[src/nwc_pkg.sv]
// Constants and types for the NVM write control block
// Notes on behaviour
// Start only after 55h then AAh unlock
// Start needs program_permit and completed unlock
// target_is_code bit 7 selects code or EEPROM
// Code write stalls core two instruction cycles
// Core resumes at third instruction after start
// Software writes block words 00 to 11
// Low byte in data_low, high in data_high
// Power-up clears program_permit
// Power-up timer, 72 ms, blocks EEPROM writes
// EEPROM protect disables external EEPROM access
// EEPROM protect disables external code writes
// Code protect disables external code access
// Region select inhibits self-writes to code
// Unlock register stores nothing, reads zero
// End clears start, sets sticky done flag
// Words 0-2 buffer; word 3 erases, programs
// Code read fetches in two cycles
// Start on unexpected block word is ignored
// Done flag and enable raise irq request
// Reset during write sets program_fault
package nwc_pkg;
	// Unlock keys
	localparam logic [7:0] UNLOCK_KEY1 = 8'h55;
	localparam logic [7:0] UNLOCK_KEY2 = 8'haa;
	// Register indices; byte address is four times the index
	localparam logic [9:0] IDX_FLAGS2 = 10'h00d;
	localparam logic [9:0] IDX_ENABLE2 = 10'h08d;
	localparam logic [9:0] IDX_DATA_LO = 10'h10c;
	localparam logic [9:0] IDX_ADDR_LO = 10'h10d;
	localparam logic [9:0] IDX_DATA_HI = 10'h10e;
	localparam logic [9:0] IDX_ADDR_HI = 10'h10f;
	localparam logic [9:0] IDX_CONTROL = 10'h18c;
	localparam logic [9:0] IDX_UNLOCK = 10'h18d;
	// Control and flag bit positions
	localparam int CTL_TGT = 7;
	localparam int CTL_FAULT = 3;
	localparam int CTL_PERMIT = 2;
	localparam int CTL_START = 1;
	localparam int CTL_READ = 0;
	localparam int FLG_DONE = 4;
	// Reset values
	localparam logic [7:0] REG_RST = 8'h00;
	localparam logic [31:0] RDATA_RST = 32'h0000_0000;
	// Timing
	localparam int CLK_MHZ = 125;
	localparam int PWRT_MS = 72;
	localparam int PWRT_CYCLES_DEF = PWRT_MS * CLK_MHZ * 1000;
	localparam logic [1:0] SETUP_CYCLES = 2'h2;
	localparam logic [1:0] FETCH_CYCLES = 2'h2;
	// Code block layout
	localparam logic [1:0] BLK_FIRST = 2'h0;
	localparam logic [1:0] BLK_LAST = 2'h3;
	// Upper bound of the protected code region per select code
	localparam logic [15:0] REGION_LIM0 = 16'h1000;
	localparam logic [15:0] REGION_LIM1 = 16'h0800;
	localparam logic [15:0] REGION_LIM2 = 16'h0100;
	localparam logic [15:0] REGION_LIM3 = 16'h0000;
	// Unlock detector states
	typedef enum logic [1:0] {UNL_IDLE, UNL_KEY1, UNL_ARMED} nwc_unl_t;
	// Main sequencer states
	typedef enum logic [2:0] {ST_IDLE, ST_FETCH, ST_SETUP, ST_ERASE, ST_PROG} nwc_st_t;
endpackage

[src/nwc_unlock_det.sv]
// Unlock sequence detector for the NVM write control block
`timescale 1ns/10ps
module nwc_unlock_det (
	input wire logic hclk,
	input wire logic hresetn,
	input wire logic soft_reset,
	input wire logic unlock_wr,
	input wire logic other_wr,
	input wire logic consume,
	input wire logic [7:0] wdata,
	output logic armed
);
	import nwc_pkg::*;

	// ==========================================
	// Sequence state
	nwc_unl_t st_r; // Progress through the key pair

	// Keys feed only this state; nothing is kept to read back
	// no storage kept
	// ordered key detection
	always_ff @(posedge hclk or negedge hresetn) begin
		if (!hresetn) begin
			st_r <= UNL_IDLE;
		end else if (soft_reset || consume || other_wr) begin
			// Any other write breaks or uses up the sequence
			st_r <= UNL_IDLE;
		end else if (unlock_wr) begin
			if (wdata == UNLOCK_KEY1) begin
				st_r <= UNL_KEY1;
			end else if (st_r == UNL_KEY1 && wdata == UNLOCK_KEY2) begin
				st_r <= UNL_ARMED;
			end else begin
				st_r <= UNL_IDLE;
			end
		end
	end

	assign armed = (st_r == UNL_ARMED);
endmodule

[src/nwc_top.sv]
// NVM write control: AHB-Lite registers, unlock, sequencer, protection
//
// Register access over AHB-Lite was chosen for this implementation.
`timescale 1ns/10ps
module nwc_top #(
	parameter int PWRT_CYCLES = nwc_pkg::PWRT_CYCLES_DEF
) (
	input wire logic hclk,
	input wire logic hresetn,
	input wire logic hsel,
	input wire logic [11:0] haddr,
	input wire logic [1:0] htrans,
	input wire logic hwrite,
	input wire logic [2:0] hsize,
	input wire logic [31:0] hwdata,
	input wire logic hready,
	output logic [31:0] hrdata,
	output logic hreadyout,
	output logic hresp,
	input wire logic soft_reset,
	input wire logic cfg_data_protect,
	input wire logic cfg_code_protect,
	input wire logic [1:0] protect_region_sel,
	input wire logic mem_ack,
	input wire logic [15:0] mem_rdata,
	output logic mem_read,
	output logic mem_write,
	output logic mem_erase,
	output logic mem_is_code,
	output logic [15:0] mem_addr,
	output logic [15:0] mem_wdata,
	output logic core_stall,
	output logic nvm_irq_req,
	output logic ext_ee_access_en,
	output logic ext_code_read_en,
	output logic ext_code_write_en
);
	import nwc_pkg::*;

	localparam int PW_W = $clog2(PWRT_CYCLES + 1);

	// Protected-region test on a code address
	function automatic logic region_hit(input logic [1:0] sel, input logic [15:0] a);
		logic [15:0] lim;
		lim = REGION_LIM3;
		unique case (sel)
			2'h0: lim = REGION_LIM0;
			2'h1: lim = REGION_LIM1;
			2'h2: lim = REGION_LIM2;
			2'h3: lim = REGION_LIM3;
		endcase
		return a < lim;
	endfunction

	// ==========================================
	// Bus slave
	logic ph_wr_r; // Write data phase pending
	logic ph_rd_r; // Read data phase pending
	logic [9:0] ph_idx_r; // Captured register index
	logic hreadyout_r; // Ready out
	logic [31:0] hrdata_r; // Read data
	logic [7:0] rd_val; // Selected register value
	logic wr_act; // Write completes this edge
	logic take; // Address phase accepted

	assign take = hsel && htrans[1] && hready;
	assign wr_act = ph_wr_r && hready;

	// Address phase capture; reads take one wait state
	always_ff @(posedge hclk or negedge hresetn) begin
		if (!hresetn) begin
			ph_wr_r <= 1'b0;
			ph_rd_r <= 1'b0;
			ph_idx_r <= 10'h000;
			hreadyout_r <= 1'b1;
		end else begin
			ph_wr_r <= take && hwrite;
			ph_rd_r <= take && !hwrite;
			hreadyout_r <= !(take && !hwrite);
			if (take) begin
				ph_idx_r <= haddr[11:2];
			end
		end
	end

	// Read data registered in the wait state
	always_ff @(posedge hclk or negedge hresetn) begin
		if (!hresetn) begin
			hrdata_r <= RDATA_RST;
		end else if (ph_rd_r) begin
			hrdata_r <= {24'h000000, rd_val};
		end
	end

	assign hrdata = hrdata_r;
	assign hreadyout = hreadyout_r;
	assign hresp = 1'b0;

	// ==========================================
	// Registers
	logic [7:0] dlo_r, dhi_r, alo_r, ahi_r; // Data and address bytes
	logic tgt_r; // target_is_code
	logic permit_r; // program_permit
	logic fault_r; // program_fault
	logic start_r; // Write in progress
	logic read_r; // Read in progress
	logic done_r; // nvm_done_flag
	logic done_en_r; // nvm_done_irq_en
	logic w_ctl, w_unl, w_flg, w_en, w_dlo, w_dhi, w_alo, w_ahi; // Write strobes
	logic [15:0] code_addr; // Full code address

	assign w_ctl = wr_act && ph_idx_r == IDX_CONTROL;
	assign w_unl = wr_act && ph_idx_r == IDX_UNLOCK;
	assign w_flg = wr_act && ph_idx_r == IDX_FLAGS2;
	assign w_en = wr_act && ph_idx_r == IDX_ENABLE2;
	assign w_dlo = wr_act && ph_idx_r == IDX_DATA_LO;
	assign w_dhi = wr_act && ph_idx_r == IDX_DATA_HI;
	assign w_alo = wr_act && ph_idx_r == IDX_ADDR_LO;
	assign w_ahi = wr_act && ph_idx_r == IDX_ADDR_HI;
	assign code_addr = {ahi_r, alo_r};

	// Read mux; unlock and unmapped read zero
	// unlock reads zero
	always_comb begin
		rd_val = REG_RST;
		case (ph_idx_r)
			IDX_FLAGS2: rd_val[FLG_DONE] = done_r;
			IDX_ENABLE2: rd_val[FLG_DONE] = done_en_r;
			IDX_DATA_LO: rd_val = dlo_r;
			IDX_DATA_HI: rd_val = dhi_r;
			IDX_ADDR_LO: rd_val = alo_r;
			IDX_ADDR_HI: rd_val = ahi_r;
			IDX_CONTROL: rd_val = {tgt_r, 3'h0, fault_r, permit_r, start_r, read_r};
			default: rd_val = REG_RST;
		endcase
	end

	// ==========================================
	// Unlock and start acceptance
	logic armed; // Key pair seen
	logic pwrt_busy; // Power-up timer running
	logic [1:0] exp_idx_r; // Next expected block word
	logic accept, go, code_ok, rd_go, fin;
	nwc_st_t st_r, st_nxt;
	logic [1:0] cnt_r, cnt_nxt, widx_r, widx_nxt;

	nwc_unlock_det u_unlock (
		.hclk(hclk),
		.hresetn(hresetn),
		.soft_reset(soft_reset),
		.unlock_wr(w_unl),
		.other_wr(wr_act && !w_unl && !w_ctl),
		.consume(w_ctl),
		.wdata(hwdata[7:0]),
		.armed(armed)
	);

	// permit and unlock both required
	assign accept = w_ctl && hwdata[CTL_START] && !start_r && st_r == ST_IDLE
		&& armed && permit_r && !soft_reset;
	// unexpected block word ignored; region inhibit
	assign code_ok = (alo_r[1:0] == exp_idx_r || alo_r[1:0] == BLK_FIRST)
		&& !region_hit(protect_region_sel, code_addr);
	// target bit routes the request; timer blocks EEPROM
	assign go = accept && (hwdata[CTL_TGT] ? code_ok : !pwrt_busy);
	assign rd_go = w_ctl && hwdata[CTL_READ] && !go && st_r == ST_IDLE && !soft_reset;

	// ==========================================
	// Power-up timer
	logic [PW_W-1:0] pwrt_cnt_r; // Cycles since power-on

	// counts once after power-on
	always_ff @(posedge hclk or negedge hresetn) begin
		if (!hresetn) begin
			pwrt_cnt_r <= '0;
		end else if (pwrt_busy) begin
			pwrt_cnt_r <= pwrt_cnt_r + 1'b1;
		end
	end

	assign pwrt_busy = pwrt_cnt_r != PW_W'(PWRT_CYCLES);

	// ==========================================
	// Sequencer
	logic [15:0] buf_r [4]; // Code block buffer

	// buffer words, erase and program on last
	always_comb begin
		st_nxt = st_r;
		cnt_nxt = cnt_r;
		widx_nxt = widx_r;
		fin = 1'b0;
		unique case (st_r)
			ST_IDLE: begin
				if (go) begin
					st_nxt = ST_SETUP;
					cnt_nxt = SETUP_CYCLES - 2'h1;
				end else if (rd_go) begin
					st_nxt = ST_FETCH;
					cnt_nxt = FETCH_CYCLES - 2'h1;
				end
			end
			ST_FETCH: begin
				cnt_nxt = cnt_r - 2'h1;
				if (cnt_r == 2'h0) begin
					st_nxt = ST_IDLE;
				end
			end
			ST_SETUP: begin
				cnt_nxt = cnt_r - 2'h1;
				widx_nxt = BLK_FIRST;
				if (cnt_r == 2'h0) begin
					if (!tgt_r) begin
						st_nxt = ST_PROG;
					end else if (alo_r[1:0] == BLK_LAST) begin
						st_nxt = ST_ERASE;
					end else begin
						st_nxt = ST_IDLE;
						fin = 1'b1;
					end
				end
			end
			ST_ERASE: begin
				if (mem_ack) begin
					st_nxt = ST_PROG;
				end
			end
			ST_PROG: begin
				if (mem_ack) begin
					if (tgt_r && widx_r != BLK_LAST) begin
						widx_nxt = widx_r + 2'h1;
					end else begin
						st_nxt = ST_IDLE;
						fin = 1'b1;
					end
				end
			end
		endcase
		if (soft_reset) begin
			st_nxt = ST_IDLE;
			fin = 1'b0;
		end
	end

	// State, counters and block bookkeeping
	always_ff @(posedge hclk or negedge hresetn) begin
		if (!hresetn) begin
			st_r <= ST_IDLE;
			cnt_r <= 2'h0;
			widx_r <= BLK_FIRST;
			exp_idx_r <= BLK_FIRST;
		end else begin
			st_r <= st_nxt;
			cnt_r <= cnt_nxt;
			widx_r <= widx_nxt;
			if (go && hwdata[CTL_TGT]) begin
				exp_idx_r <= alo_r[1:0] + 2'h1;
			end
		end
	end

	// low byte from data_low, high from data_high
	always_ff @(posedge hclk) begin
		if (go && hwdata[CTL_TGT]) begin
			buf_r[alo_r[1:0]] <= {dhi_r, dlo_r};
		end
	end

	// ==========================================
	// Control register and data bytes
	always_ff @(posedge hclk or negedge hresetn) begin
		if (!hresetn) begin
			// permit cleared at power-up
			tgt_r <= 1'b0;
			permit_r <= 1'b0;
			start_r <= 1'b0;
			read_r <= 1'b0;
		end else if (soft_reset) begin
			permit_r <= 1'b0;
			start_r <= 1'b0;
			read_r <= 1'b0;
		end else begin
			if (w_ctl && st_r == ST_IDLE) begin
				tgt_r <= hwdata[CTL_TGT];
			end
			if (w_ctl) begin
				permit_r <= hwdata[CTL_PERMIT];
			end
			// start clears at the end
			if (go) begin
				start_r <= 1'b1;
			end else if (fin) begin
				start_r <= 1'b0;
			end
			if (rd_go) begin
				read_r <= 1'b1;
			end else if (st_r == ST_FETCH && cnt_r == 2'h0) begin
				read_r <= 1'b0;
			end
		end
	end

	// fault on reset mid-write; set wins over clear
	always_ff @(posedge hclk or negedge hresetn) begin
		if (!hresetn) begin
			fault_r <= 1'b0;
		end else if (soft_reset && start_r) begin
			fault_r <= 1'b1;
		end else if (w_ctl) begin
			fault_r <= hwdata[CTL_FAULT];
		end
	end

	// sticky done flag; set wins over clear
	always_ff @(posedge hclk or negedge hresetn) begin
		if (!hresetn) begin
			done_r <= 1'b0;
			done_en_r <= 1'b0;
		end else begin
			if (fin) begin
				done_r <= 1'b1;
			end else if (w_flg) begin
				done_r <= hwdata[FLG_DONE];
			end
			if (w_en) begin
				done_en_r <= hwdata[FLG_DONE];
			end
		end
	end

	// Data and address bytes; fetched word lands in both
	always_ff @(posedge hclk or negedge hresetn) begin
		if (!hresetn) begin
			dlo_r <= REG_RST;
			dhi_r <= REG_RST;
			alo_r <= REG_RST;
			ahi_r <= REG_RST;
		end else begin
			if (st_r == ST_FETCH && cnt_r == 2'h0) begin
				dlo_r <= mem_rdata[7:0];
				dhi_r <= mem_rdata[15:8];
			end else begin
				if (w_dlo) dlo_r <= hwdata[7:0];
				if (w_dhi) dhi_r <= hwdata[7:0];
			end
			if (w_alo) alo_r <= hwdata[7:0];
			if (w_ahi) ahi_r <= hwdata[7:0];
		end
	end

	// ==========================================
	// Memory, core and protection outputs
	logic code_nxt; // Target of the next cycle

	assign code_nxt = (st_r == ST_IDLE) ? hwdata[CTL_TGT] && w_ctl : tgt_r;

	// Registered memory commands; write and erase held until acknowledged, read held two fetch cycles
	always_ff @(posedge hclk or negedge hresetn) begin
		if (!hresetn) begin
			mem_read <= 1'b0;
			mem_write <= 1'b0;
			mem_erase <= 1'b0;
			mem_is_code <= 1'b0;
			mem_addr <= 16'h0000;
			mem_wdata <= 16'h0000;
			core_stall <= 1'b0;
		end else begin
			mem_read <= st_nxt == ST_FETCH;
			mem_write <= st_nxt == ST_PROG;
			mem_erase <= st_nxt == ST_ERASE;
			mem_is_code <= code_nxt;
			mem_addr <= code_nxt ? code_addr : {8'h00, alo_r};
			if (st_nxt == ST_PROG || st_nxt == ST_ERASE) begin
				mem_addr <= {ahi_r, alo_r[7:2], widx_nxt};
				if (!tgt_r) mem_addr <= {8'h00, alo_r};
			end
			mem_wdata <= tgt_r ? buf_r[widx_nxt] : {8'h00, dlo_r};
			// two ignored cycles; release at finish
			core_stall <= code_nxt && st_nxt != ST_IDLE;
		end
	end

	// irq request; external gates
	always_ff @(posedge hclk or negedge hresetn) begin
		if (!hresetn) begin
			nvm_irq_req <= 1'b0;
			ext_ee_access_en <= 1'b0;
			ext_code_read_en <= 1'b0;
			ext_code_write_en <= 1'b0;
		end else begin
			nvm_irq_req <= done_r && done_en_r;
			ext_ee_access_en <= !cfg_data_protect;
			ext_code_read_en <= !cfg_code_protect;
			ext_code_write_en <= !cfg_code_protect && !cfg_data_protect;
		end
	end
endmodule

[config.mk]
export PLATFORM = sky130hd
export DESIGN_NAME = nwc_top
export DESIGN_NICKNAME = d
export VERILOG_FILES = /design/src/nwc_pkg.sv /design/src/nwc_unlock_det.sv /design/src/nwc_top.sv
export SDC_FILE = /design/constraint.sdc
export NUM_CORES = 1
export LEC_CHECK = 0
export ABC_AREA = 1
export BUFFER_PORTS_ARGS = -buffer_cell sky130_fd_sc_hd__buf_2
export CORE_MARGIN = 5
export CORE_UTILIZATION = 35
export DETAILED_ROUTE_END_ITERATION = 8
export PLACE_DENSITY_LB_ADDON = 0.12
export SETUP_SLACK_MARGIN = 0.3
export SYNTH_ARGS = -nofsm -noshare
export SYNTH_HDL_FRONTEND = slang
export SYNTH_SLANG_ARGS = --single-unit
export TNS_END_PERCENT = 10
[constraint.sdc]
create_clock -name hclk -period 3.4 [get_ports hclk]
set_input_delay 0.51 -clock hclk [delete_from_list [all_inputs] [get_ports hclk]]
set_output_delay 0.51 -clock hclk [all_outputs]
set_load 0.01 [all_outputs]
==> impl_results.md, run 1 <==
* Via count of the first global-routing pass at 6111
* Residual DRC count at 0
* Max Slew Vio Count at 0
* Sequential cell area at ~5300 um^2
* Timing-limited maximum frequency at roughly 430 MHz
* Core region area at 25000 um^2
* Total Wirelength at 21800 um
* Leftover overflow at the end of global routing at 0
* Cell area after placement at 9590 um^2
* Flops & latches, synth at 200
* Outcome: complete, no violations
* Shortest period the worst path allows at between 2 and 2.5 ns
* Post-route core utilization at between 40% and 50%
* Number of synthesis warnings at 0
* Transition time of the tightest slew-check pin at 0.859 ns
* Cell-internal power at 4.25 mW
* TritonCTS buffer count at 17
* Number of endpoints with negative hold slack in the final report at 0
* Layer with the highest usage after global routing: met2
* Global-route wire length before repair at 34500 um
* Max-cap violation count at 0
* Endpoint required time on the critical path at 3.52 ns
* Starting density of the core at 35.1%
* Total iterations of the first detailed-routing run at 5
* Maximum ir drop on the vdd rail at 0.290 mV
* Post-layout instance area at 10200 um^2
* Post-Synthesis Cells at 864
* Clock input transition at the sequential cells of the worst setup and hold paths at ~0.08 ns
* Met3 GRT Util at ~3.2%
* Sequential-to-total area share from yosys stat at 60.7%
* I/O pin count at around 150
* Fraction of final layout cells with drive strength greater than 1 at between 10% and 20%
* Die height at 168 um
* Worst hold-check path type: in -> async
* Area of the multi-input gates at slightly below 3000 um^2
* Vias post-DR at slightly above 6000
* DP HPWL at 15200 um
* Worst endpoint data arrival time at 2.45 ns
* Longest individual stage delay on the worst path at 0.41 ns
* Most frequently used flop master after synthesis: sky130_fd_sc_hd__dfrtp_1
* Fill cell total of the finished layout at 2474
* Worst Setup End Kind: register
* Clock tree from TritonCTS: done
* Number of buffers inserted to repair setup after CTS at 0
* Critical path type: reg -> reg
* Setup repair after global routing missed its margin: no
* Unique cell type count in the Yosys netlist at 48
* Violation count after the first detailed-route iteration at 419
* Total global routing track utilization at between 10% and 20%
* Endpoints failing setup at 0
* Antenna violations before repair at 0
* Post-layout power at a little over 6 mW
* Worst slew margin relative to its limit at between 40 and 50%
* Die area at 28300 um^2
* Antenna diode instance count at 0
* Detailed-route vias per instance at roughly 4.7
* Total Negative Setup Slacks at 0 ns
* Met1 demand-to-capacity share in global routing at 22.5%
* PortBufs at 95
* Share of synthesized flip-flops with an asynchronous set or reset at 68.0%
* Hold buffer count at CTS at 0
* Maximum number of pins on one net before global-route repair at 81
* Count of instances resized after the clock tree is built at 0
* CP cell instances: inv_1 -> ha_1 -> nand3_1 -> nor2_1 -> nand3_2 -> nand2_1 -> inv_1 -> nor2_1 -> nand3_1 -> nor2_1 -> buf_4
* Post-route ant nets at 0
* Maximum number of buffers from clock root to sink at 2
* Sink Count at 200
* Proportion of power drawn by combinational gates at 15.7%
* Met2 Use GR at between 20% and 30%
* EDFF count, synth at 64
* Row Count at 58
* PwrDens at 608 nW/um^2
* Net Sw Frac at roughly a third
* Flop2flop setup slack at 1.07 ns
* Master of the slowest instance on the critical path: sky130_fd_sc_hd__dfrtp_1
* Routed wirelength normalized by instance count at around 17 um
* CTS Root Cell: sky130_fd_sc_hd__clkbuf_16
* Nature of the critical path startpoint: register
* Die Width at 168 um
* Global placement routability congestion at ~0.77
* Sequential share of power at 49.1%
* Largest fanout of any net on the critical path at 16
* Switching power at 1.98 mW
* Post-synthesis area per instance at 10.2 um^2
* Final #Nets at 1055
* Skew-Pair Late Insertion Delay at 0.45 ns
* H-Tree Depth at 4
* Reported leakage power at roughly 4.7 nW
* Setup clock skew after layout at 0.0250 ns
* Fraction of the cycle the final worst path needs at 68.6%
* Combined area of all synthesized cells at 8770 um^2
* Depth of the most critical reg-to-reg path at 11
* Relative area change from synthesis to final layout at 16.8%
* Clock network fraction of design power at 35.2%
* Library cell appearing most often on the critical path: sky130_fd_sc_hd__nor2_1
==> layout by cell type (no fill, tap or decap), drive strengths merged <==
cell type  synthesis  final
o211ai            10     10
xor2              19     19
ha                10     10
o2111ai            2      2
mux2               7      7
a221oi             9      9
nand2            140    140
conb               1     25
buf               34    108
xnor2              6      6
clkbuf            12     17
nor2             107    107
nor3b              1      1
and3               1      1
dfrtp            135    135
a22oi              4      4
edfxtp            64     64
nor3              14     14
a31oi             11     11
o22ai              8      8
or2                9      9
a211oi             1      1
o221ai             1      1
o311ai             1      1
clkinv             1      7
nand3             42     42
bufinv             0      1
nor4               6      6
o21ai             72     72
nand4              4      4
dfstp              1      1
inv               96    104
o31ai              1      1
a21oi             21     21
o21bai            11     11
nand3b             1      1
a41oi              1      1
==> layer usage <==
layer	vias up	part of all wire (%)
li1	3043	-
met1	2971	48
met2	144	46
met3	21	4.4
met4	0	1.5
met5	-	0
==> logic make-up after synthesis <==
logic type	Yosys count	synth area share [%]
adder cells (fa/ha/maj)	10	1.43
flip-flops	200	60.7
AND/OR/NAND/NOR	325	16.7
buffers and inverters	143	7.30
XOR/XNOR	25	2.50
AO/OA/AOI/OAI	153	10.4
multiplexers	7	0.899
other	1	0.0427
==> sequential cells by signal (all words and copies together), names as in the netlist, 2 cells and up <==
register	flops
ahi_r	8
exp_idx_r	2
pwrt_cnt_r	24
alo_r	8
dhi_r	8
st_r	3
cnt_r	2
u_unlock.st_r	2
hrdata	8
ph_idx_r	10
buf_r	64
dlo_r	8
widx_r	2
mem_addr	16
mem_wdata	16
==> area by class of cell <==
cell class,count,area share [%]
tap,330,4.03
multi-input combinational,545,28.3
clock buffer,17,4.15
sequential,200,52.0
clock inverter,15,2.22
inverter,97,3.55
timing repair buffer,108,5.78
==> critical path: cells and delay by family (launching register included) <==
family,cells,cell delay (ns)
fa+ha+maj,1,0.16
buf+inv,3,0.46
flops,1,0.41
simple gates,7,0.98
==> cell usage after synthesis, types with 11 or more instances <==
| master | number | area, um^2 |
|---|---|---|
| sky130_fd_sc_hd__clkbuf_1 | 12 | 45.0 |
| sky130_fd_sc_hd__xor2_1 | 19 | 166 |
| sky130_fd_sc_hd__a21oi_1 | 21 | 105 |
| sky130_fd_sc_hd__o21bai_1 | 11 | 82.6 |
| sky130_fd_sc_hd__nand3_1 | 38 | 190 |
| sky130_fd_sc_hd__dfrtp_1 | 135 | 3380 |
| sky130_fd_sc_hd__buf_4 | 25 | 188 |
| sky130_fd_sc_hd__nor2_1 | 100 | 375 |
| sky130_fd_sc_hd__inv_1 | 90 | 338 |
| sky130_fd_sc_hd__o21ai_0 | 68 | 340 |
| sky130_fd_sc_hd__edfxtp_1 | 64 | 1920 |
| sky130_fd_sc_hd__a31oi_1 | 11 | 68.8 |
| sky130_fd_sc_hd__nand2_1 | 133 | 499 |
==> power groups by stage <==
stage	Combinational [mW]	Sequential [mW]	Clock, mW
4_1_cts	0.993	3.06	2.25
3_3_place_gp	0.982	3.11	0
6_report	0.979	3.06	2.19
3_5_place_dp	0.989	3.11	0
5_1_grt	1.11	3.10	2.35
2_1_floorplan	0.631	3.04	0
==> final timing paths <==
| path | from | endpoint |
|---|---|---|
| hold / removal | hresetn | mem_erase$_DFF_PN0_ |
| setup reg to reg | pwrt_cnt_r[0]$_DFFE_PN0P_ | buf_r[2][0]$_DFFE_PP_ |
| hold reg to reg | alo_r[3]$_DFFE_PN0P_ | mem_addr[3]$_DFF_PN0_ |
| setup / recovery | pwrt_cnt_r[0]$_DFFE_PN0P_ | buf_r[2][0]$_DFFE_PP_ |
| max in group asynchronous | hresetn | hrdata[4]$_DFFE_PN0P_ |
| min in group hclk | cfg_data_protect | ext_ee_access_en$_DFF_PN0_ |
==> through the flow <==
stage	cells	hold slack (ns)	setup slack, ns
2_1_floorplan	888	0.214	0.840
3_3_place_gp	1280	0.412	0.865
3_5_place_dp	1280	0.409	0.872
4_1_cts	1312	0.0631	1.03
5_1_grt	1312	0.0884	0.862
6_report	1312	0.0485	1.07
Note: power is estimated with default switching activity, not from simulation.
==> run 2, diff against run 1 <==
==> constraint.sdc (replaced) <==
create_clock -name hclk -period 2.3 [get_ports hclk]
set_input_delay 0.345 -clock hclk [delete_from_list [all_inputs] [get_ports hclk]]
set_output_delay 0.345 -clock hclk [all_outputs]
set_load 0.01 [all_outputs]
==> impl_results.md, run 2 (synthesis gave the netlist of run 1 again) <==
* Via count of the first global-routing pass at 6170 (+0.97%)
* Worst hold-check path type: in -> reg
* Timing-limited maximum frequency at 485 MHz (+13%)
* Area of the multi-input gates at 3130 um^2 (+8.2%)
* Detailed-route vias per instance at 4.75 (+0.80%)
* Worst endpoint data arrival time at 2.21 ns (-0.24 ns)
* Number of endpoints with negative hold slack in the final report at 0 (unchanged)
* H-Tree Depth at 4 (unchanged)
* Violation count after the first detailed-route iteration at 453 (+8.1%)
* Antenna violations before repair at 0 (unchanged)
* Global placement routability congestion at 0.850 (+10%)
* I/O pin count at 151 (unchanged)
* Largest fanout of any net on the critical path at 16 (unchanged)
* Placed cell count at 1300 (+1.6%)
* Antenna diode instance count at 0 (unchanged)
* Endpoints failing setup at 0 (unchanged)
* Global-route wire length before repair at 35300 um (+2.4%)
* Fraction of the cycle the final worst path needs at 89.6% (+21 points)
* Core region area at 25000 um^2 (unchanged)
* Endpoint required time on the critical path at 2.45 ns (-1.07 ns)
* Die height at 168 um (unchanged)
* Total iterations of the first detailed-routing run at 5 (unchanged)
* Die area at 28300 um^2 (unchanged)
* Outcome: complete, no violations
* Commonest non-fill, non-tap cells in the layout: 132 x sky130_fd_sc_hd__dfrtp_1, 119 x sky130_fd_sc_hd__nand2_1, 94 x sky130_fd_sc_hd__buf_2
* Relative area change from synthesis to final layout at 25.4%
* Fraction of final layout cells with drive strength greater than 1 at 27.3% (+8.3 points)
* Worst slew margin relative to its limit at 56.2% (+14 points)
* Post-route core utilization at 44.1% (+3.0 points)
* Sink Count at 200 (unchanged)
* Sequential cell area at 5330 um^2 (about the same)
* CTS Root Cell: sky130_fd_sc_hd__clkbuf_16
* Reported leakage power at 4.97 nW (+6.8%)
* Die Width at 168 um (unchanged)
* Routed wirelength normalized by instance count at 17.1 um (+3.2%)
* Worst Setup End Kind: register
* Nature of the critical path startpoint: register
* Row Count at 58 (unchanged)
* Residual DRC count at 0 (unchanged)
* Maximum ir drop on the vdd rail at 0.407 mV (+40%)
* Setup clock skew after layout at 0.0242 ns (-0.000791 ns)
* Setup repair after global routing missed its margin: yes
* Final #Nets at 1105 (+4.7%)
* Post-route ant nets at 0 (unchanged)
* Total global routing track utilization at 16.1% (+0.49 points)
* PortBufs at 95 (unchanged)
* Maximum number of buffers from clock root to sink at 2 (unchanged)
* Largest register FFs at 64 (unchanged)
* Final instance count without filler cells at 1362 (+3.8%)
* Leftover overflow at the end of global routing at 0 (unchanged)
* Max-cap violation count at 0 (unchanged)
* Transition time of the tightest slew-check pin at 0.655 ns (-0.203 ns)
* PwrDens at 875 nW/um^2 (+44%)
* Most common cell after layout, fill and taps aside: sky130_fd_sc_hd__dfrtp_1
* Clock input transition at the sequential cells of the worst setup and hold paths at 0.09 ns (about the same)
* Maximum number of pins on one net before global-route repair at 53 (-35%)
* Total Wirelength at 23300 um (+7.2%)
* Skew-Pair Late Insertion Delay at 0.45 ns (about the same)
* Fill cell total of the finished layout at 2509 (+1.4%)
* Total Negative Setup Slacks at 0 ns (unchanged)
* Vias post-DR at 6466 (+4.6%)
* Critical path type: reg -> reg
* Shortest period the worst path allows at 2.06 ns (-0.272 ns)
* Final setup slack of the worst path at 0.239 ns (-0.828 ns)
* Max Slew Vio Count at 0 (unchanged)
* DP HPWL at 16100 um (+5.9%)
* Clock tree from TritonCTS: done
* TritonCTS buffer count at 17 (unchanged)
* Setup Slack @ Placement at 0.0552 ns (-0.816 ns)
* Starting density of the core at 35.1% (unchanged)
run 2: cell count changes in the layout (fill, tap and decap cells not counted), sizes merged:
cell	before	now
bufinv	1	0
dlygate4sd3	0	1
buf	108	154
clkbuf	17	19
clkinv	7	9
run 2: cell type report:
| cell class | count | area share, % |
|---|---|---|
| Inverter | 97 | 3.42 |
| Sequential cell | 200 | 48.5 |
| Multi-Input combinational cell | 545 | 28.5 |
| Clock inverter | 15 | 2.17 |
| Timing Repair inverter | 1 | 0.0455 |
| Tap cell | 330 | 3.75 |
| Clock buffer | 17 | 3.87 |
| Timing Repair Buffer | 157 | 9.78 |
run 2: power by group:
group	switching (mW)	internal, mW	leakage [nW]
Combinational	1.13	0.670	2.28
Sequential	0.392	4.15	2.37
Clock	1.72	1.56	0.320
Total	3.24	6.38	4.97
run 2: critical path, cell delays in order (launching register included):
cell	delay (ns)
sky130_fd_sc_hd__dfrtp_1	0.41
sky130_fd_sc_hd__inv_2	0.08
sky130_fd_sc_hd__ha_1	0.16
sky130_fd_sc_hd__nand3_1	0.07
sky130_fd_sc_hd__nor2_1	0.12
sky130_fd_sc_hd__nand3_2	0.11
sky130_fd_sc_hd__nand2_2	0.11
sky130_fd_sc_hd__inv_2	0.05
sky130_fd_sc_hd__nor2_4	0.16
sky130_fd_sc_hd__nand3_4	0.17
sky130_fd_sc_hd__nor2_4	0.16
sky130_fd_sc_hd__buf_12	0.17
run 2: per-stage QoR:
stage	cell area [um^2]	hold WS [ns]	power, mW
6_report	11000	0.0378	9.62
5_1_grt	11000	0.0402	10.1
4_1_cts	10600	0.0230	9.40
3_5_place_dp	9850	0.310	6.11
3_3_place_gp	9850	0.298	6.09
2_1_floorplan	8910	0.0494	5.43
run 2: path summary, 6_finish.rpt:
path | from | to | slack (ns) | cells after the start
worst min register to register | alo_r[6]$_DFFE_PN0P_ | mem_addr[6]$_DFF_PN0_ | 0.42 | 0
worst max register to register | pwrt_cnt_r[0]$_DFFE_PN0P_ | buf_r[0][4]$_DFFE_PP_ | 0.24 | 11
max in group asynchronous | hresetn | hreadyout$_DFF_PN1_ | 1.16 | 3
worst max-delay path | pwrt_cnt_r[0]$_DFFE_PN0P_ | buf_r[0][4]$_DFFE_PP_ | 0.24 | 11
min in group asynchronous | hresetn | mem_read$_DFF_PN0_ | 0.41 | 2
worst min-delay path | cfg_data_protect | ext_ee_access_en$_DFF_PN0_ | 0.04 | 2
run 2: per-layer routing:
| metal | wire, um | global-route usage, % |
|---|---|---|
| met1 | 11100 | 22.9 |
| met5 | 0 | 0 |
| met3 | 965 | 2.65 |
| met2 | 10800 | 25.3 |
| met4 | 438 | 4.62 |
run 2: timing repair:
item,4_1_cts,5_1_grt
hold endpoints to repair,40,0
setup buffers,2,24
resized for setup,7,56
hold buffers,1,0
endpoints found under the setup margin,88,108
gates cloned,0,3
pin swaps,3,22
==> run 3, diff against run 2 <==
--- a/config.mk
+++ b/config.mk
@@ -5,7 +5,7 @@
 export SDC_FILE = /design/constraint.sdc
 export NUM_CORES = 1
 export LEC_CHECK = 0
-export ABC_AREA = 1
+export ABC_AREA = 0
 export BUFFER_PORTS_ARGS = -buffer_cell sky130_fd_sc_hd__buf_2
 export CORE_MARGIN = 5
 export CORE_UTILIZATION = 35
==> impl_results.md, run 3 <==
* Outcome: finished, violations left
* Violations in the final reports: negative setup slack
* EDFF count, synth at 64 (unchanged)
* Worst slew margin relative to its limit at 63.5% (+7.3 points)
* Reported leakage power at 4.86 nW (-2.2%)
* Flops & latches, synth at 200 (unchanged)
* Clock input transition at the sequential cells of the worst setup and hold paths at 0.07 ns (-0.02 ns)
* CP cell instances: or4b_4 -> or3_4 -> nor4_4 -> o21a_4 -> nor4b_4 -> o21ai_2 -> mux2_1
* Post-Synthesis Cells at 664 (-23%)
* Synth top area share at 38.4% (-0.082 points)
* Setup clock skew after layout at 0.0129 ns (-0.0114 ns)
* CTS Root Cell: sky130_fd_sc_hd__clkbuf_16
* Maximum number of buffers from clock root to sink at 2 (unchanged)
* Global-route wire length before repair at 34500 um (-2.4%)
* Maximum number of pins on one net before global-route repair at 47 (-11%)
* Leading area contributor after synthesis: sky130_fd_sc_hd__dfrtp_1
* Master of the slowest instance on the critical path: sky130_fd_sc_hd__or4b_4
* Skew-Pair Late Insertion Delay at 0.43 ns (-0.02 ns)
* Critical path type: reg -> reg
* Maximum ir drop on the vdd rail at 0.407 mV (about the same)
* Nature of the critical path startpoint: register
* Die area at 28400 um^2 (+0.20%)
* TritonCTS buffer count at 17 (unchanged)
* Total iterations of the first detailed-routing run at 5 (unchanged)
* Max Slew Vio Count at 0 (unchanged)
* Core region area at 25000 um^2 (unchanged)
* Post-route core utilization at 44.8% (+0.71 points)
* Post-layout instance area at 11200 um^2 (+1.6%)
* Post-layout power at 8.20 mW (-15%)
* Most common library cells after synthesis: 135 x sky130_fd_sc_hd__dfrtp_1, 64 x sky130_fd_sc_hd__edfxtp_1, 49 x sky130_fd_sc_hd__nand2_1, 48 x sky130_fd_sc_hd__mux2i_1, 37 x sky130_fd_sc_hd__mux2_2
* Residual DRC count at 0 (unchanged)
* Worst endpoint data arrival time at 2.81 ns (+0.60 ns)
* Number of synthesis warnings at 0 (unchanged)
* Total Wirelength at 21800 um (-6.5%)
* Endpoint required time on the critical path at 2.61 ns (+0.16 ns)
* Worst Setup End Kind: register
* Total Negative Setup Slacks at -11.66 ns (-11.66 ns)
* Timing-limited maximum frequency at 400 MHz (-17%)
* Routed wirelength normalized by instance count at 18.3 um (+6.8%)
* I/O pin count at 151 (unchanged)
* Leading cell types by total area after synthesis: sky130_fd_sc_hd__dfrtp_1 38%, sky130_fd_sc_hd__edfxtp_1 22%, sky130_fd_sc_hd__mux2i_1 5.5%
* Dominant cell by count in the synthesized netlist: sky130_fd_sc_hd__dfrtp_1
* Vias post-DR at 5728 (-11%)
* Violation count after the first detailed-route iteration at 277 (-39%)
* Sink Count at 200 (unchanged)
* Longest individual stage delay on the worst path at 0.55 ns (+0.14 ns)
* PwrDens at 734 nW/um^2 (-16%)
* Unique cell type count in the Yosys netlist at 72 (+50%)
* Most common cell after layout, fill and taps aside: sky130_fd_sc_hd__dfrtp_1
* Commonest non-fill, non-tap cells in the layout: 135 x sky130_fd_sc_hd__dfrtp_1, 94 x sky130_fd_sc_hd__buf_2, 75 x sky130_fd_sc_hd__buf_4
* Transition time of the tightest slew-check pin at 0.546 ns (-0.110 ns)
* Fraction of the cycle the final worst path needs at 109% (+19 points)
* PortBufs at 95 (unchanged)
* Relative area change from synthesis to final layout at 27.1%
* H-Tree Depth at 4 (unchanged)
* Combined area of all synthesized cells at 8790 um^2 (+0.21%)
* Sequential-to-total area share from yosys stat at 60.6% (-0.13 points)
* Final #Nets at 936 (-15%)
* Setup repair after global routing missed its margin: yes
* Share of synthesized flip-flops with an asynchronous set or reset at 68.0% (unchanged)
* Global placement routability congestion at 0.850 (about the same)
* Largest fanout of any net on the critical path at 3 (-13)
* Die height at 168 um (+0.10%)
* DP HPWL at 16400 um (+1.6%)
* Largest register FFs at 64 (unchanged)
* Final setup slack of the worst path at -0.198 ns (-0.437 ns)
* Total global routing track utilization at 15.7% (-0.37 points)
* Detailed-route vias per instance at 4.80 (+1.1%)
* Shortest period the worst path allows at 2.50 ns (+0.437 ns)
* Cell area after placement at 10300 um^2 (+4.3%)
* Leftover overflow at the end of global routing at 0 (unchanged)
* Worst Hold Slack at 0.0655 ns (+0.0277 ns)
* Starting density of the core at 35.2% (+0.075 points)
* Number of endpoints with negative hold slack in the final report at 0 (unchanged)
* Post-route ant nets at 0 (unchanged)
* Fraction of final layout cells with drive strength greater than 1 at 37.4% (+10 points)
* Clock tree from TritonCTS: done
* Worst hold-check path type: in -> reg
* Endpoints failing setup at 70 (+70)
* Row Count at 58 (unchanged)
* Post-synthesis area per instance at 13.2 um^2 (+30%)
* Via count of the first global-routing pass at 6101 (-1.1%)
* Antenna diode instance count at 0 (unchanged)
* Most frequently used flop master after synthesis: sky130_fd_sc_hd__dfrtp_1
* Die Width at 168 um (+0.10%)
* Max-cap violation count at 0 (unchanged)
* Antenna violations before repair at 1 (+1)
[run 3: cell types whose count changed after synthesis, moves of 10 or more]
cell and change:
sky130_fd_sc_hd__and2_1 +10, sky130_fd_sc_hd__mux2_2 +30, sky130_fd_sc_hd__nand2_1 -84, sky130_fd_sc_hd__xnor2_1 +14, sky130_fd_sc_hd__nor2b_1 +12, sky130_fd_sc_hd__xor2_1 -13, sky130_fd_sc_hd__mux2i_1 +48, sky130_fd_sc_hd__o21bai_1 -11
sky130_fd_sc_hd__inv_1 -65, sky130_fd_sc_hd__nor2_1 -69, sky130_fd_sc_hd__o21ai_0 -36, sky130_fd_sc_hd__nand3_1 -28
[run 3: final timing paths]
kind | cells after the start | startpoint | slack, ns | endpoint
max | 7 | ph_idx_r[5]$_DFFE_PN0P_ | -0.20 | mem_addr[0]$_DFF_PN0_
max in group asynchronous | 3 | hresetn | 1.19 | pwrt_cnt_r[9]$_DFFE_PN0P_
max reg2reg | 7 | ph_idx_r[5]$_DFFE_PN0P_ | -0.20 | mem_addr[0]$_DFF_PN0_
min in group asynchronous | 2 | hresetn | 0.42 | mem_addr[8]$_DFF_PN0_
min | 2 | cfg_data_protect | 0.07 | ext_code_write_en$_DFF_PN0_
min reg2reg | 0 | alo_r[7]$_DFFE_PN0P_ | 0.44 | mem_addr[7]$_DFF_PN0_
[run 3: worst max-delay path, delay by kind of cell (launching register included)]
kind	cells	cell delay, ns
flip-flops	1	0.39
multiplexers	1	0.34
AO/OA/AOI/OAI	2	0.43
AND/OR/NAND/NOR	4	1.22
[run 3: cell families (layout without fill, tap and decap cells)]
logic type	Yosys count	count (layout)	synth area share, %
buffers and inverters	69	244	4.31
AND/OR/NAND/NOR	178	178	11.7
adder cells (fa/ha/maj)	10	10	1.42
flip-flops	200	200	60.6
other	1	25	0.0427
XOR/XNOR	26	26	2.59
multiplexers	96	96	12.6
AO/OA/AOI/OAI	84	84	6.72
[run 3: what timing repair did]
item / CTS / global route
setup endpoints to repair: 125 / 137
pin swaps: 9 / 20
resized for setup: 30 / 44
hold buffers: 1 / 0
hold endpoints to repair: 42 / 0
setup buffers: 0 / 2
cloned: 0 / 1
[run 3: power by group]
| part | switching, mW | total, mW | internal [mW] |
|---|---|---|---|
| Clock | 1.35 | 2.96 | 1.62 |
| Combinational | 0.470 | 0.840 | 0.370 |
| Sequential | 0.336 | 4.40 | 4.06 |
[run 3: metrics by stage]
step	worst slack, ns	cells
3_5_place_dp	-0.516	1157
2_1_floorplan	-0.165	688
4_1_cts	-0.187	1190
3_3_place_gp	-0.473	1157
5_1_grt	-0.273	1193
6_report	-0.198	1193
[run 3: routing by layer]
| layer | up-vias | wire length [um] | share of wire (%) | global-route usage (%) |
|---|---|---|---|---|
| met5 | - | 7 | 0.032 | 0 |
| met4 | 2 | 359 | 1.6 | 4.38 |
| met1 | 2846 | 9520 | 44 | 20.3 |
| li1 | 2726 | - | - | - |
| met3 | 21 | 1050 | 4.8 | 3.48 |
| met2 | 133 | 10900 | 50 | 26.6 |
[run 3: layout make-up]
| type | instances | area, um^2 |
|---|---|---|
| Fill cell | 2312 | 13800 |
| Clock inverter | 13 | 141 |
| Timing Repair Buffer | 187 | 1320 |
| Inverter | 25 | 93.8 |
| Tap cell | 330 | 413 |
| Sequential cell | 200 | 5330 |
| Multi-Input combinational cell | 419 | 3440 |
| Clock buffer | 19 | 433 |
